File: src/rtl/card_bus_pkg.sv
package card_bus_pkg;
  // register byte offsets
  localparam logic [7:0] OFF_CTL0      = 8'h00;
  localparam logic [7:0] OFF_CTL1      = 8'h04;
  localparam logic [7:0] OFF_CTL2      = 8'h08;
  localparam logic [7:0] OFF_STATUS    = 8'h0c;
  localparam logic [7:0] OFF_FLAGS     = 8'h10;
  localparam logic [7:0] OFF_CMD_PORT  = 8'h14;
  localparam logic [7:0] OFF_DATA_PORT = 8'h18;
  localparam logic [7:0] OFF_CLK_DIV   = 8'h1c;

  // card_control_0 fields
  localparam int B_CMD_WPTR_RESET  = 0;
  localparam int B_RESP_RPTR_RESET = 1;
  localparam int B_RESP_SIZE_LONG  = 2;
  localparam int B_RESP_CRC_OFF    = 3;
  localparam int B_DATA_BLOCK      = 4;
  // card_control_1 fields
  localparam int B_CMD_START       = 0;
  localparam int B_RESP_EXPECTED   = 1;
  localparam int B_DATA_START      = 2;
  localparam int B_DATA_TX         = 3;
  localparam int B_BLEN_LSB        = 4;
  // card_control_2 fields
  localparam int B_CTRL_ENABLE     = 0;
  localparam int B_CMD_PATH_RESET  = 1;
  localparam int B_DATA_PATH_RESET = 2;

  localparam logic [7:0]  CTL_RESET      = 8'h00;
  localparam logic [7:0]  DIV_RESET      = 8'h00;
  localparam logic [1:0]  RESP_OKAY      = 2'h0;
  localparam logic [1:0]  RESP_SLVERR    = 2'h2;
  localparam logic [6:0]  CRC7_POLY      = 7'h09;
  localparam logic [15:0] CRC16_POLY     = 16'h1021;
  localparam logic [3:0]  TAIL_CLOCKS    = 4'h8;
  localparam logic [7:0]  CMD_BITS       = 8'h30;
  localparam logic [7:0]  RESP_SHORT     = 8'h30;
  localparam logic [7:0]  RESP_LONG      = 8'h88;
  localparam logic [2:0]  CMD_BYTES      = 3'h5;
  localparam logic [4:0]  RESP_BYTES     = 5'h11;
  localparam logic [4:0]  DATA_DEPTH     = 5'h10;

  typedef enum {CMD_IDLE, CMD_SEND, CMD_WAIT, CMD_RECV} cmd_state_e;
  typedef enum {D_IDLE, D_TX, D_RX_WAIT, D_RX} data_state_e;
  typedef enum {P_START, P_DATA, P_CRC, P_END} data_phase_e;

  typedef struct packed {
    logic respExpected;
    logic respLong;
    logic crcOff;
  } cmd_setup_s;

  typedef struct packed {
    logic clk;
    logic cmdOut;
    logic cmdOutEnN;
    logic dataOut;
    logic dataOutEnN;
  } card_pins_s;
endpackage

File: src/rtl/card_bus_host_controller.sv
// Functional notes
// - data packets: stream or block, start/end bits
// - block packets carry CRC16 CCITT, streams none
// - eight card clocks before clock stops
// - clock may stop on busy; give edges later
// - card clock divides system clock; zero stops
// - enable bit runs controller and card clock
// - divider rewrite takes effect on the fly
// - five bytes loaded; start bit pulse sends
// - sample response settings before sending command
// - lock command FIFO while sending command
// - end of command sets done flag
// - pointer reset pulse discards partial command
// - response done flag, format and CRC status
// - clear response status on send, update after
// - pointer reset pulse restarts response reading
// - path reset pulse returns command path idle
// - one 16-byte FIFO shared by both directions
// - command token 48 bits, MSB first
module card_bus_host_controller (
  input  wire logic                     sys_clk,
  input  wire logic                     sys_rst,
  input  wire logic [7:0]               s_axi_awaddr,
  input  wire logic                     s_axi_awvalid,
  output logic                          s_axi_awready,
  input  wire logic [31:0]              s_axi_wdata,
  input  wire logic [3:0]               s_axi_wstrb,
  input  wire logic                     s_axi_wvalid,
  output logic                          s_axi_wready,
  output logic [1:0]                    s_axi_bresp,
  output logic                          s_axi_bvalid,
  input  wire logic                     s_axi_bready,
  input  wire logic [7:0]               s_axi_araddr,
  input  wire logic                     s_axi_arvalid,
  output logic                          s_axi_arready,
  output logic [31:0]                   s_axi_rdata,
  output logic [1:0]                    s_axi_rresp,
  output logic                          s_axi_rvalid,
  input  wire logic                     s_axi_rready,
  input  wire logic                     cardCmdIn,
  input  wire logic                     cardDataIn,
  output card_bus_pkg::card_pins_s      cardPins
);
  import card_bus_pkg::*;

  function automatic logic [6:0] crc7Step(input logic [6:0] c, input logic b);
    return {c[5:0], 1'b0} ^ ((b ^ c[6]) ? CRC7_POLY : 7'h00);
  endfunction

  function automatic logic [15:0] crc16Step(input logic [15:0] c, input logic b);
    return {c[14:0], 1'b0} ^ ((b ^ c[15]) ? CRC16_POLY : 16'h0000);
  endfunction

  function automatic logic [6:0] crc7Of(input logic [39:0] d);
    logic [6:0] c;
    c = 7'h00;
    for (int i = 39; i >= 0; i--) begin
      c = crc7Step(c, d[i]);
    end
    return c;
  endfunction

  logic [7:0]  ctl0, ctl1, ctl2, clkDiv;
  logic        awHeld, wHeld, wStrb0;
  logic [7:0]  awAddr;
  logic [31:0] wData;
  logic        cmdGo, cmdWptrClr, respRptrClr, cmdPathClr, dataGo, dataPathClr;
  logic        flagCmdDone, flagRespDone, flagDataDone;
  logic        evtCmdDone, evtRespDone, evtDataDone;
  logic        cmdLock, respFmtOk, respCrcOk, dataFmtOk, dataCrcOk;
  logic [7:0]  cmdFifo [CMD_BYTES];
  logic [2:0]  cmdWptr;
  logic [4:0]  respRptr;
  logic [135:0] respBuf, respShift, respSlide;
  logic [47:0] cmdShift;
  logic [7:0]  bitCnt, respLen;
  logic [6:0]  rxCrc7;
  logic        transBit;
  cmd_setup_s  setup;
  cmd_state_e  cmdState;
  logic [7:0]  dataMem [DATA_DEPTH];
  logic [4:0]  fWptr, fRptr, fCount;
  logic [7:0]  fifoHead, rxByte, byteShift, rdMux;
  logic        rxPush, busPush, busPop, txPop, loadNow, lastByte, needByte;
  data_state_e dState;
  data_phase_e dPhase;
  logic [3:0]  bitIdx, tail;
  logic [11:0] byteCnt, blkLen;
  logic [15:0] crc16, crcNext;
  logic        dOut, cardClk, edgeDue, rise, run, dataStall, cardBusy, active, prevActive;
  logic [7:0]  halfCnt;

  wire writeNow = awHeld && wHeld && !s_axi_bvalid;
  wire readNow  = s_axi_arvalid && s_axi_arready;
  wire dirTx    = ctl1[B_DATA_TX];
  wire fEmpty   = (fCount == 5'h00);
  wire fFull    = (fCount == DATA_DEPTH);
  wire wrCtl0   = writeNow && wStrb0 && (awAddr == OFF_CTL0);
  wire wrCtl1   = writeNow && wStrb0 && (awAddr == OFF_CTL1);
  wire wrCtl2   = writeNow && wStrb0 && (awAddr == OFF_CTL2);

  function automatic logic mapped(input logic [7:0] a);
    return (a[1:0] == 2'h0) && (a <= OFF_CLK_DIV);
  endfunction

  // bus handshake: address and data are latched independently, either order
  assign s_axi_awready = !awHeld;
  assign s_axi_wready  = !wHeld;
  assign s_axi_arready = !s_axi_rvalid;

  always_ff @(posedge sys_clk) begin
    if (sys_rst) begin
      awHeld       <= 1'b0;
      wHeld        <= 1'b0;
      awAddr       <= 8'h00;
      wData        <= 32'h0;
      wStrb0       <= 1'b0;
      s_axi_bvalid <= 1'b0;
      s_axi_bresp  <= RESP_OKAY;
    end else begin
      if (s_axi_awvalid && !awHeld) begin
        awHeld <= 1'b1;
        awAddr <= s_axi_awaddr;
      end else if (writeNow) begin
        awHeld <= 1'b0;
      end
      if (s_axi_wvalid && !wHeld) begin
        wHeld  <= 1'b1;
        wData  <= s_axi_wdata;
        wStrb0 <= s_axi_wstrb[0];
      end else if (writeNow) begin
        wHeld <= 1'b0;
      end
      if (writeNow) begin
        s_axi_bvalid <= 1'b1;
        s_axi_bresp  <= mapped(awAddr) ? RESP_OKAY : RESP_SLVERR;
      end else if (s_axi_bready) begin
        s_axi_bvalid <= 1'b0;
      end
    end
  end

  // control registers; actions fire on the clearing write of a set bit
  always_ff @(posedge sys_clk) begin
    if (sys_rst) begin
      ctl0 <= CTL_RESET;
      ctl1 <= CTL_RESET;
      ctl2 <= CTL_RESET;
      clkDiv <= DIV_RESET;
      {cmdGo, cmdWptrClr, respRptrClr, cmdPathClr, dataGo, dataPathClr} <= 6'h00;
    end else begin
      cmdWptrClr  <= wrCtl0 && ctl0[B_CMD_WPTR_RESET] && !wData[B_CMD_WPTR_RESET];
      respRptrClr <= wrCtl0 && ctl0[B_RESP_RPTR_RESET] && !wData[B_RESP_RPTR_RESET];
      cmdGo       <= wrCtl1 && ctl1[B_CMD_START] && !wData[B_CMD_START];
      dataGo      <= wrCtl1 && ctl1[B_DATA_START] && !wData[B_DATA_START];
      cmdPathClr  <= wrCtl2 && ctl2[B_CMD_PATH_RESET] && !wData[B_CMD_PATH_RESET];
      dataPathClr <= wrCtl2 && ctl2[B_DATA_PATH_RESET] && !wData[B_DATA_PATH_RESET];
      if (wrCtl0) ctl0 <= wData[7:0];
      if (wrCtl1) ctl1 <= wData[7:0];
      if (wrCtl2) ctl2 <= wData[7:0];
      if (writeNow && wStrb0 && awAddr == OFF_CLK_DIV) clkDiv <= wData[7:0];
    end
  end

  // sticky event flags, cleared by reading them; a new event wins
  wire flagsRead = readNow && (s_axi_araddr == OFF_FLAGS);
  always_ff @(posedge sys_clk) begin
    if (sys_rst) begin
      {flagCmdDone, flagRespDone, flagDataDone} <= 3'h0;
    end else begin
      flagCmdDone  <= (flagCmdDone && !flagsRead) || evtCmdDone;
      flagRespDone <= (flagRespDone && !flagsRead) || evtRespDone;
      flagDataDone <= (flagDataDone && !flagsRead) || evtDataDone;
    end
  end

  // card clock: period is 2*divider system clocks, only stopped while low
  assign active    = (cmdState != CMD_IDLE) || (dState != D_IDLE);
  assign cardBusy  = !cardDataIn && (dState == D_IDLE);
  assign run       = ctl2[B_CTRL_ENABLE] && !dataStall
                     && (active || tail != 4'h0 || cardBusy);
  assign edgeDue   = (clkDiv != 8'h00) && ctl2[B_CTRL_ENABLE] && (run || cardClk)
                     && (halfCnt + 8'h01 >= clkDiv);
  assign rise      = edgeDue && !cardClk;

  always_ff @(posedge sys_clk) begin
    if (sys_rst || clkDiv == 8'h00 || !ctl2[B_CTRL_ENABLE]) begin
      cardClk <= 1'b0;
      halfCnt <= 8'h00;
    end else if (edgeDue) begin
      cardClk <= !cardClk;
      halfCnt <= 8'h00;
    end else if (run || cardClk) begin
      halfCnt <= halfCnt + 8'h01;
    end else begin
      halfCnt <= 8'h00;
    end
  end

  // trailing clocks once the command and data paths are both idle
  always_ff @(posedge sys_clk) begin
    if (sys_rst) begin
      tail       <= 4'h0;
      prevActive <= 1'b0;
    end else begin
      prevActive <= active;
      if (prevActive && !active) tail <= TAIL_CLOCKS;
      else if (rise && tail != 4'h0) tail <= tail - 4'h1;
    end
  end

  // command byte store, locked while a command is on the line
  always_ff @(posedge sys_clk) begin
    if (sys_rst || cmdWptrClr || (cmdGo && cmdState == CMD_IDLE)) begin
      cmdWptr <= 3'h0;
    end else if (writeNow && wStrb0 && awAddr == OFF_CMD_PORT && !cmdLock && cmdWptr < CMD_BYTES) begin
      cmdFifo[cmdWptr] <= wData[7:0];
      cmdWptr <= cmdWptr + 3'h1;
    end
  end

  wire [39:0] cmdFrame = {2'b01, cmdFifo[0][5:0], cmdFifo[1], cmdFifo[2], cmdFifo[3], cmdFifo[4]};
  wire        crc7En   = setup.respLong ? (bitCnt >= 8'h08 && bitCnt < 8'h80) : (bitCnt < 8'h28);

  always_ff @(posedge sys_clk) begin
    evtCmdDone  <= 1'b0;
    evtRespDone <= 1'b0;
    if (sys_rst || cmdPathClr) begin
      cmdState  <= CMD_IDLE;
      cmdLock   <= 1'b0;
      cmdShift  <= '1;
      bitCnt    <= 8'h00;
      respLen   <= RESP_SHORT;
      setup     <= '0;
      respFmtOk <= 1'b0;
      respCrcOk <= 1'b0;
      rxCrc7    <= 7'h00;
      transBit  <= 1'b0;
      respShift <= '0;
      respBuf   <= '0;
    end else begin
      case (cmdState)
        CMD_IDLE: if (cmdGo) begin
          setup     <= '{ctl1[B_RESP_EXPECTED], ctl0[B_RESP_SIZE_LONG], ctl0[B_RESP_CRC_OFF]};
          respLen   <= ctl0[B_RESP_SIZE_LONG] ? RESP_LONG : RESP_SHORT;
          cmdShift  <= {cmdFrame, crc7Of(cmdFrame), 1'b1};
          bitCnt    <= 8'h00;
          cmdLock   <= 1'b1;
          respFmtOk <= 1'b0;
          respCrcOk <= 1'b0;
          cmdState  <= CMD_SEND;
        end
        CMD_SEND: if (rise) begin
          cmdShift <= {cmdShift[46:0], 1'b1};
          bitCnt   <= bitCnt + 8'h01;
          if (bitCnt == CMD_BITS - 8'h01) begin
            cmdLock    <= 1'b0;
            evtCmdDone <= 1'b1;
            cmdState   <= setup.respExpected ? CMD_WAIT : CMD_IDLE;
          end
        end
        CMD_WAIT: if (rise && !cardCmdIn) begin
          respShift <= '0;
          rxCrc7    <= 7'h00;
          bitCnt    <= 8'h01;
          cmdState  <= CMD_RECV;
        end
        CMD_RECV: if (rise) begin
          respShift <= {respShift[134:0], cardCmdIn};
          bitCnt    <= bitCnt + 8'h01;
          if (crc7En) rxCrc7 <= crc7Step(rxCrc7, cardCmdIn);
          if (bitCnt == 8'h01) transBit <= cardCmdIn;
          if (bitCnt == respLen - 8'h01) begin
            respFmtOk   <= cardCmdIn && !transBit;
            respCrcOk   <= setup.crcOff || (rxCrc7 == respShift[6:0]);
            respBuf     <= setup.respLong ? {respShift[134:0], cardCmdIn}
                                          : {respShift[46:0], cardCmdIn, 88'h0};
            evtRespDone <= 1'b1;
            cmdState    <= CMD_IDLE;
          end
        end
        default: cmdState <= CMD_IDLE;
      endcase
    end
  end

  // response bytes are read MSB first through the command port
  assign respSlide = respBuf << {respRptr, 3'b000};
  always_ff @(posedge sys_clk) begin
    if (sys_rst || respRptrClr || evtRespDone) begin
      respRptr <= 5'h00;
    end else if (readNow && s_axi_araddr == OFF_CMD_PORT && respRptr < RESP_BYTES) begin
      respRptr <= respRptr + 5'h01;
    end
  end

  // one 16-byte store serves whichever direction is selected
  assign fCount   = fWptr - fRptr;
  assign fifoHead = dataMem[fRptr[3:0]];
  assign busPush  = writeNow && wStrb0 && awAddr == OFF_DATA_PORT && dirTx && !fFull;
  assign busPop   = readNow && s_axi_araddr == OFF_DATA_PORT && !dirTx && !fEmpty;

  always_ff @(posedge sys_clk) begin
    if (busPush) dataMem[fWptr[3:0]] <= wData[7:0];
    else if (rxPush) dataMem[fWptr[3:0]] <= rxByte;
  end

  always_ff @(posedge sys_clk) begin
    if (sys_rst || dataPathClr) begin
      fWptr <= 5'h00;
      fRptr <= 5'h00;
    end else begin
      if (busPush || rxPush) fWptr <= fWptr + 5'h01;
      if (busPop || txPop) fRptr <= fRptr + 5'h01;
    end
  end

  // data packets; the card clock halts instead of overrunning or under-running, save mid-stream, where an empty FIFO ends the packet
  assign blkLen    = 12'h001 << ctl1[B_BLEN_LSB +: 4];
  assign lastByte  = ctl0[B_DATA_BLOCK] && (byteCnt + 12'h001 == blkLen);
  assign needByte  = dState == D_TX && (dPhase == P_START || (dPhase == P_DATA && bitIdx == 4'h0 && !lastByte));
  assign loadNow   = needByte && !fEmpty;
  assign txPop     = rise && loadNow;
  assign crcNext   = crc16Step(crc16, dOut);
  assign dataStall = (needByte && fEmpty && (ctl0[B_DATA_BLOCK] || dPhase == P_START))
                     || (dState == D_RX && fFull);

  always_ff @(posedge sys_clk) begin
    rxPush      <= 1'b0;
    evtDataDone <= 1'b0;
    if (sys_rst || dataPathClr) begin
      dState    <= D_IDLE;
      dPhase    <= P_START;
      dOut      <= 1'b1;
      bitIdx    <= 4'h0;
      byteCnt   <= 12'h000;
      byteShift <= 8'h00;
      rxByte    <= 8'h00;
      crc16     <= 16'h0000;
      dataFmtOk <= 1'b0;
      dataCrcOk <= 1'b0;
    end else begin
      case (dState)
        D_IDLE: if (dataGo) begin
          dState    <= dirTx ? D_TX : D_RX_WAIT;
          dPhase    <= P_START;
          dOut      <= !dirTx;
          byteCnt   <= 12'h000;
          crc16     <= 16'h0000;
          dataFmtOk <= 1'b0;
          dataCrcOk <= 1'b0;
        end
        D_TX: if (rise) begin
          if (loadNow) begin
            byteShift <= fifoHead;
            dOut      <= fifoHead[7];
            bitIdx    <= 4'h7;
            dPhase    <= P_DATA;
          end
          case (dPhase)
            P_DATA: begin
              if (bitIdx != 4'h0) begin
                byteShift <= {byteShift[6:0], 1'b0};
                dOut      <= byteShift[6];
                bitIdx    <= bitIdx - 4'h1;
                crc16     <= crcNext;
              end else begin
                byteCnt <= byteCnt + 12'h001;
                crc16   <= crcNext;
                if (lastByte) begin
                  dPhase <= P_CRC;
                  dOut   <= crcNext[15];
                  crc16  <= {crcNext[14:0], 1'b0};
                  bitIdx <= 4'hf;
                end else if (fEmpty) begin
                  dPhase <= P_END;
                  dOut   <= 1'b1;
                end
              end
            end
            P_CRC: begin
              dOut   <= (bitIdx != 4'h0) ? crc16[15] : 1'b1;
              crc16  <= {crc16[14:0], 1'b0};
              bitIdx <= bitIdx - 4'h1;
              if (bitIdx == 4'h0) dPhase <= P_END;
            end
            P_END: begin
              dState      <= D_IDLE;
              dataFmtOk   <= 1'b1;
              evtDataDone <= 1'b1;
            end
            default: ;
          endcase
        end
        D_RX_WAIT: if (rise && !cardDataIn) begin
          dState <= D_RX;
          dPhase <= P_DATA;
          bitIdx <= 4'h7;
        end
        D_RX: if (rise) begin
          crc16  <= crc16Step(crc16, cardDataIn);
          bitIdx <= bitIdx - 4'h1;
          case (dPhase)
            P_DATA: begin
              byteShift <= {byteShift[6:0], cardDataIn};
              if (bitIdx == 4'h0) begin
                rxByte  <= {byteShift[6:0], cardDataIn};
                rxPush  <= 1'b1;
                byteCnt <= byteCnt + 12'h001;
                bitIdx  <= lastByte ? 4'hf : 4'h7;
                if (lastByte) dPhase <= P_CRC;
              end
            end
            P_CRC: if (bitIdx == 4'h0) dPhase <= P_END;
            default: begin
              dataFmtOk   <= cardDataIn;
              dataCrcOk   <= (crc16 == 16'h0000);
              evtDataDone <= 1'b1;
              dState      <= D_IDLE;
            end
          endcase
        end
        default: dState <= D_IDLE;
      endcase
    end
  end

  always_comb begin
    case (s_axi_araddr)
      OFF_CTL0:      rdMux = ctl0;
      OFF_CTL1:      rdMux = ctl1;
      OFF_CTL2:      rdMux = ctl2;
      OFF_STATUS:    rdMux = {2'b00, cardBusy, dataCrcOk, dataFmtOk, respCrcOk, respFmtOk, cmdLock};
      OFF_FLAGS:     rdMux = {5'h00, flagDataDone, flagRespDone, flagCmdDone};
      OFF_CMD_PORT:  rdMux = respSlide[135:128];
      OFF_DATA_PORT: rdMux = (!dirTx && !fEmpty) ? fifoHead : 8'h00;
      OFF_CLK_DIV:   rdMux = clkDiv;
      default:       rdMux = 8'h00;
    endcase
  end

  always_ff @(posedge sys_clk) begin
    if (sys_rst) begin
      s_axi_rvalid <= 1'b0;
      s_axi_rdata  <= 32'h0;
      s_axi_rresp  <= RESP_OKAY;
    end else if (readNow) begin
      s_axi_rvalid <= 1'b1;
      s_axi_rdata  <= {24'h0, rdMux};
      s_axi_rresp  <= mapped(s_axi_araddr) ? RESP_OKAY : RESP_SLVERR;
    end else if (s_axi_rready) begin
      s_axi_rvalid <= 1'b0;
    end
  end

  assign cardPins = '{clk: cardClk, cmdOut: cmdShift[47], cmdOutEnN: (cmdState != CMD_SEND),
                      dataOut: dOut, dataOutEnN: (dState != D_TX)};
endmodule // card_bus_host_controller

File: config.mk
export PLATFORM = sky130hd
export DESIGN_NAME = card_bus_host_controller
export DESIGN_NICKNAME = d
export VERILOG_FILES = /design/src/rtl/card_bus_pkg.sv /design/src/rtl/card_bus_host_controller.sv
export SDC_FILE = /design/constraint.sdc
export NUM_CORES = 2
export LEC_CHECK = 0
export BUFFER_PORTS_ARGS = -buffer_cell sky130_fd_sc_hd__buf_2
export CORE_ASPECT_RATIO = 1.2
export CORE_MARGIN = 10
export CORE_UTILIZATION = 29
export CTS_CLUSTER_SIZE = 30
export DETAILED_ROUTE_END_ITERATION = 10
export PLACE_DENSITY = 0.55
export SETUP_SLACK_MARGIN = 0.1
export SYNTH_ARGS = -nofsm -noshare
export SYNTH_HDL_FRONTEND = slang
export SYNTH_SLANG_ARGS = --single-unit
File: constraint.sdc
create_clock -name sys_clk -period 3.3 [get_ports sys_clk]
set_input_delay 0.495 -clock sys_clk [delete_from_list [all_inputs] [get_ports sys_clk]]
set_output_delay 0.495 -clock sys_clk [all_outputs]
set_load 0.02 [all_outputs]
==> reports/results.ini <==
[run_status]
outcome=finished, final reports clean

[timing]
rsz0062_at_grt=true
post-route-period-util_pct=97.8
setup_viol_count_final=0
hold_ws_ns=0.0335
finalHoldViolations=0
relSlewSlack_pct=30.4
drv_slew=0
skew_ns=0.0346
max_freq_ghz=0.310
fin_crit_ns=3.23
tightest_slew_ns=1.04
tns_ns=0

[yosys]
synthTopCellsByArea=dfxtp_1 (35%), edfxtp_1 (16%), mux4_2 (5.8%), nand2_1 (3.9%), a21oi_1 (3.8%)
synth_edf_count=166
synth_warnings=0
synth_area_sq_mm=0.0309
async_flop_share_pct=0
synth_top_area_cell=dfxtp_1
yosysMostFrequentCell=dfxtp_1
synth_top_cell_area_share_pct=34.9
netlist_instances=3031
syn_avg_cell_area_sq_um=10.2
synthTopCellsByCount=dfxtp_1 (539), nand2_1 (323), nor2_1 (259), a21oi_1 (233), edfxtp_1 (166)
synth-seq-area-share_pct=51.0
synth_cell_types=83
synth_ff_type=dfxtp_1
ys_ff_latch=705

[placed_design]
gp_congestion=0.820
place_hpwl_mm=56.7
io_buffer_count=53

[worst_setup_path]
crit_type=reg2reg
cp_slowest_cell=or4bb_1
cp.buffers_inverters=4
cp.arrival_ns=3.74
cp_cell_sequence=buf_6, and4bb_2, xnor2_2, or4bb_1, o211ai_1, a41oi_4, buf_6, o41ai_4, a21oi_4, buf_12, buf_12, a22o_1
start_kind=flip-flop
worstPathMaxFanout=22
cpPeakStageDelay_ns=0.47
cp_data_required_time_ns=3.81
endpoint_kind=flip-flop
cp_top_family=compound AO/OA/AOI/OAI gates

[die]
start_util_pct=29.1
die_w_microns=318
coreArea_sq_mm=0.106
rows=131
die_y_microns=378
fp.dieArea_sq_mm=0.120
ios=107

[power]
leakage_uw=0.0135
p_per_area_mw_per_mm2=546
ir_worst_vdd_uv=347

[drt]
totalWireLength_mm=88.9
drc_errors=0
wl_per_cell_microns=19.1
drtPass1Iterations=5
first_iter_violations=1703
num_vias=23700
ant_nets=0
routed_via_density=5.09

[global_route]
grt_max_degree=144
grt_use_total_pct=13.7
antenna_found_initial=6
overflow=0
grt_pass1_vias=23000
grt_pass1_wl_mm=135

[run]
maxCapViolations=0

[layout]
syn_to_final_growth_pct=23.0
finalNetCount=3280
nFillCells=10500
drive_gt1_share_pct=20.9

[clock_tree]
path_clk_slew_ns=0.06
cts_sinks=705
insertion_delay_ns=0.65
htreeDepth=3
cts_buffers=79
hold_buffers=0
cts_buffer_depth=3
root_buffer=clkbuf_16
cts_tree=done

[min_path]
hold_path.class=in2reg

routing by layer:
| metal | track usage, % | share of wire [%] | up-vias |
|---|---|---|---|
| met1 | 17.5 | 44 | 11700 |
| met4 | 4.24 | 2.5 | 8 |
| met2 | 23.5 | 48 | 561 |
| met3 | 2.42 | 5.0 | 136 |
| li1 | - | - | 11300 |
| met5 | 0 | 0.048 | - |
power breakdown:
| part | switching [uW] | total [uW] | leakage, uW | internal (uW) |
|---|---|---|---|---|
| sequential | 192 | 9190 | 0.00588 | 9000 |
| clock | 3770 | 8930 | 0.00129 | 5160 |
| combinational | 1630 | 2630 | 0.00632 | 1000 |
sequential cells by signal (all words and copies together) (netlist names), 12 cells and up, named ones only:
signal and flops:
respBuf 136, crc16 16, dataMem 128, byteCnt 12, cmdFifo 38, cmdShift 47, dPhase 32, respShift 135
worst paths after layout:
path | from | slack (ns) | to | depth (start not counted)
hold / removal | s_axi_rready | 0.03 | s_axi_rvalid$_SDFFE_PP0P_ | 2
hold reg to reg | setup[2]$_SDFFE_PP0P_ | 0.46 | setup[2]$_SDFFE_PP0P_ | 2
setup / recovery | ctl1[4]$_SDFFE_PP0P_ | 0.07 | respBuf[37]$_SDFFE_PP0P_ | 12
setup reg to reg | ctl1[4]$_SDFFE_PP0P_ | 0.07 | respBuf[37]$_SDFFE_PP0P_ | 12
layout make-up:
| cell class | count | area (sq um) | area share, % |
|---|---|---|---|
| Multi-Input combinational cell | 2054 | 14600 | 38.5 |
| Clock inverter | 40 | 469 | 1.23 |
| Clock buffer | 106 | 2170 | 5.71 |
| Timing Repair Buffer | 296 | 3010 | 7.93 |
| Tap cell | 1396 | 1750 | 4.60 |
| Sequential cell | 705 | 15800 | 41.6 |
| Inverter | 48 | 180 | 0.474 |
| Antenna cell | 2 | 5.00 | 0.0132 |
cell families (layout without fill, tap and decap cells):
group,after synthesis,in the layout,synth area share (%)
mux,207,207,10.0
fa+ha+maj,35,35,1.42
buf+inv,301,490,4.35
other cells,1,28,0.0121
flops,705,705,51.0
compound gates,619,619,13.1
simple gates,1040,1044,16.1
xor+xnor,123,123,3.94
cells in the final DEF (no fill, tap or decap), types with 10 or more instances in the layout:
cell       netlist  final
mux2i_1        103    103
a211oi_2         0     35
buf_12           0     30
nor2_1         259    256
o21ai_0         91     89
conb_1           1     26
mux2_2          24     24
o211ai_1        18     18
a21oi_1        233    208
mux4_2          80     80
a21oi_2          1     25
nand2_1        323    322
edfxtp_1       166    166
xor2_1          44     44
nand4_1         23     23
a31oi_1         14     14
nor4_1          25     23
a211oi_1        81     45
nand2b_1        18     18
buf_4           36    167
or3_1           19     17
nor2b_1         17     15
o31ai_1         10     10
buf_6            3     19
dfxtp_1        539    525
clkbuf_16        0     96
nor3_1          36     33
xnor2_1         69     66
dfxtp_2          0     12
inv_1           48     47
ha_1            35     32
clkinv_2         0     14
nand3_1        165    155
clkbuf_1       154     19
a22o_1          93     93
buf_2           45     52
and3_1          89     88
through the flow:
stage	cells	utilization, %	area [sq um]	total power [uW]	worst slack [ns]
floorplan	3056	-	31000	10800	0.100
global placement	4443	31.8	33700	11600	-0.106
detailed placement	4443	31.8	33700	11600	-0.110
CTS	4607	34.8	36900	20700	0.0565
global route	4645	35.8	38000	21500	-0.0969
finish	4647	35.8	38000	20800	0.0724
timing repair:
item                       4_1_cts  5_1_grt
gates cloned                     7       27
buffers inserted                11       11
pin swaps                       10       96
hold endpoints to repair         0        0
setup endpoints to repair      375      418
gates resized for setup         58      107
Note: power is estimated with default switching activity, not from simulation.
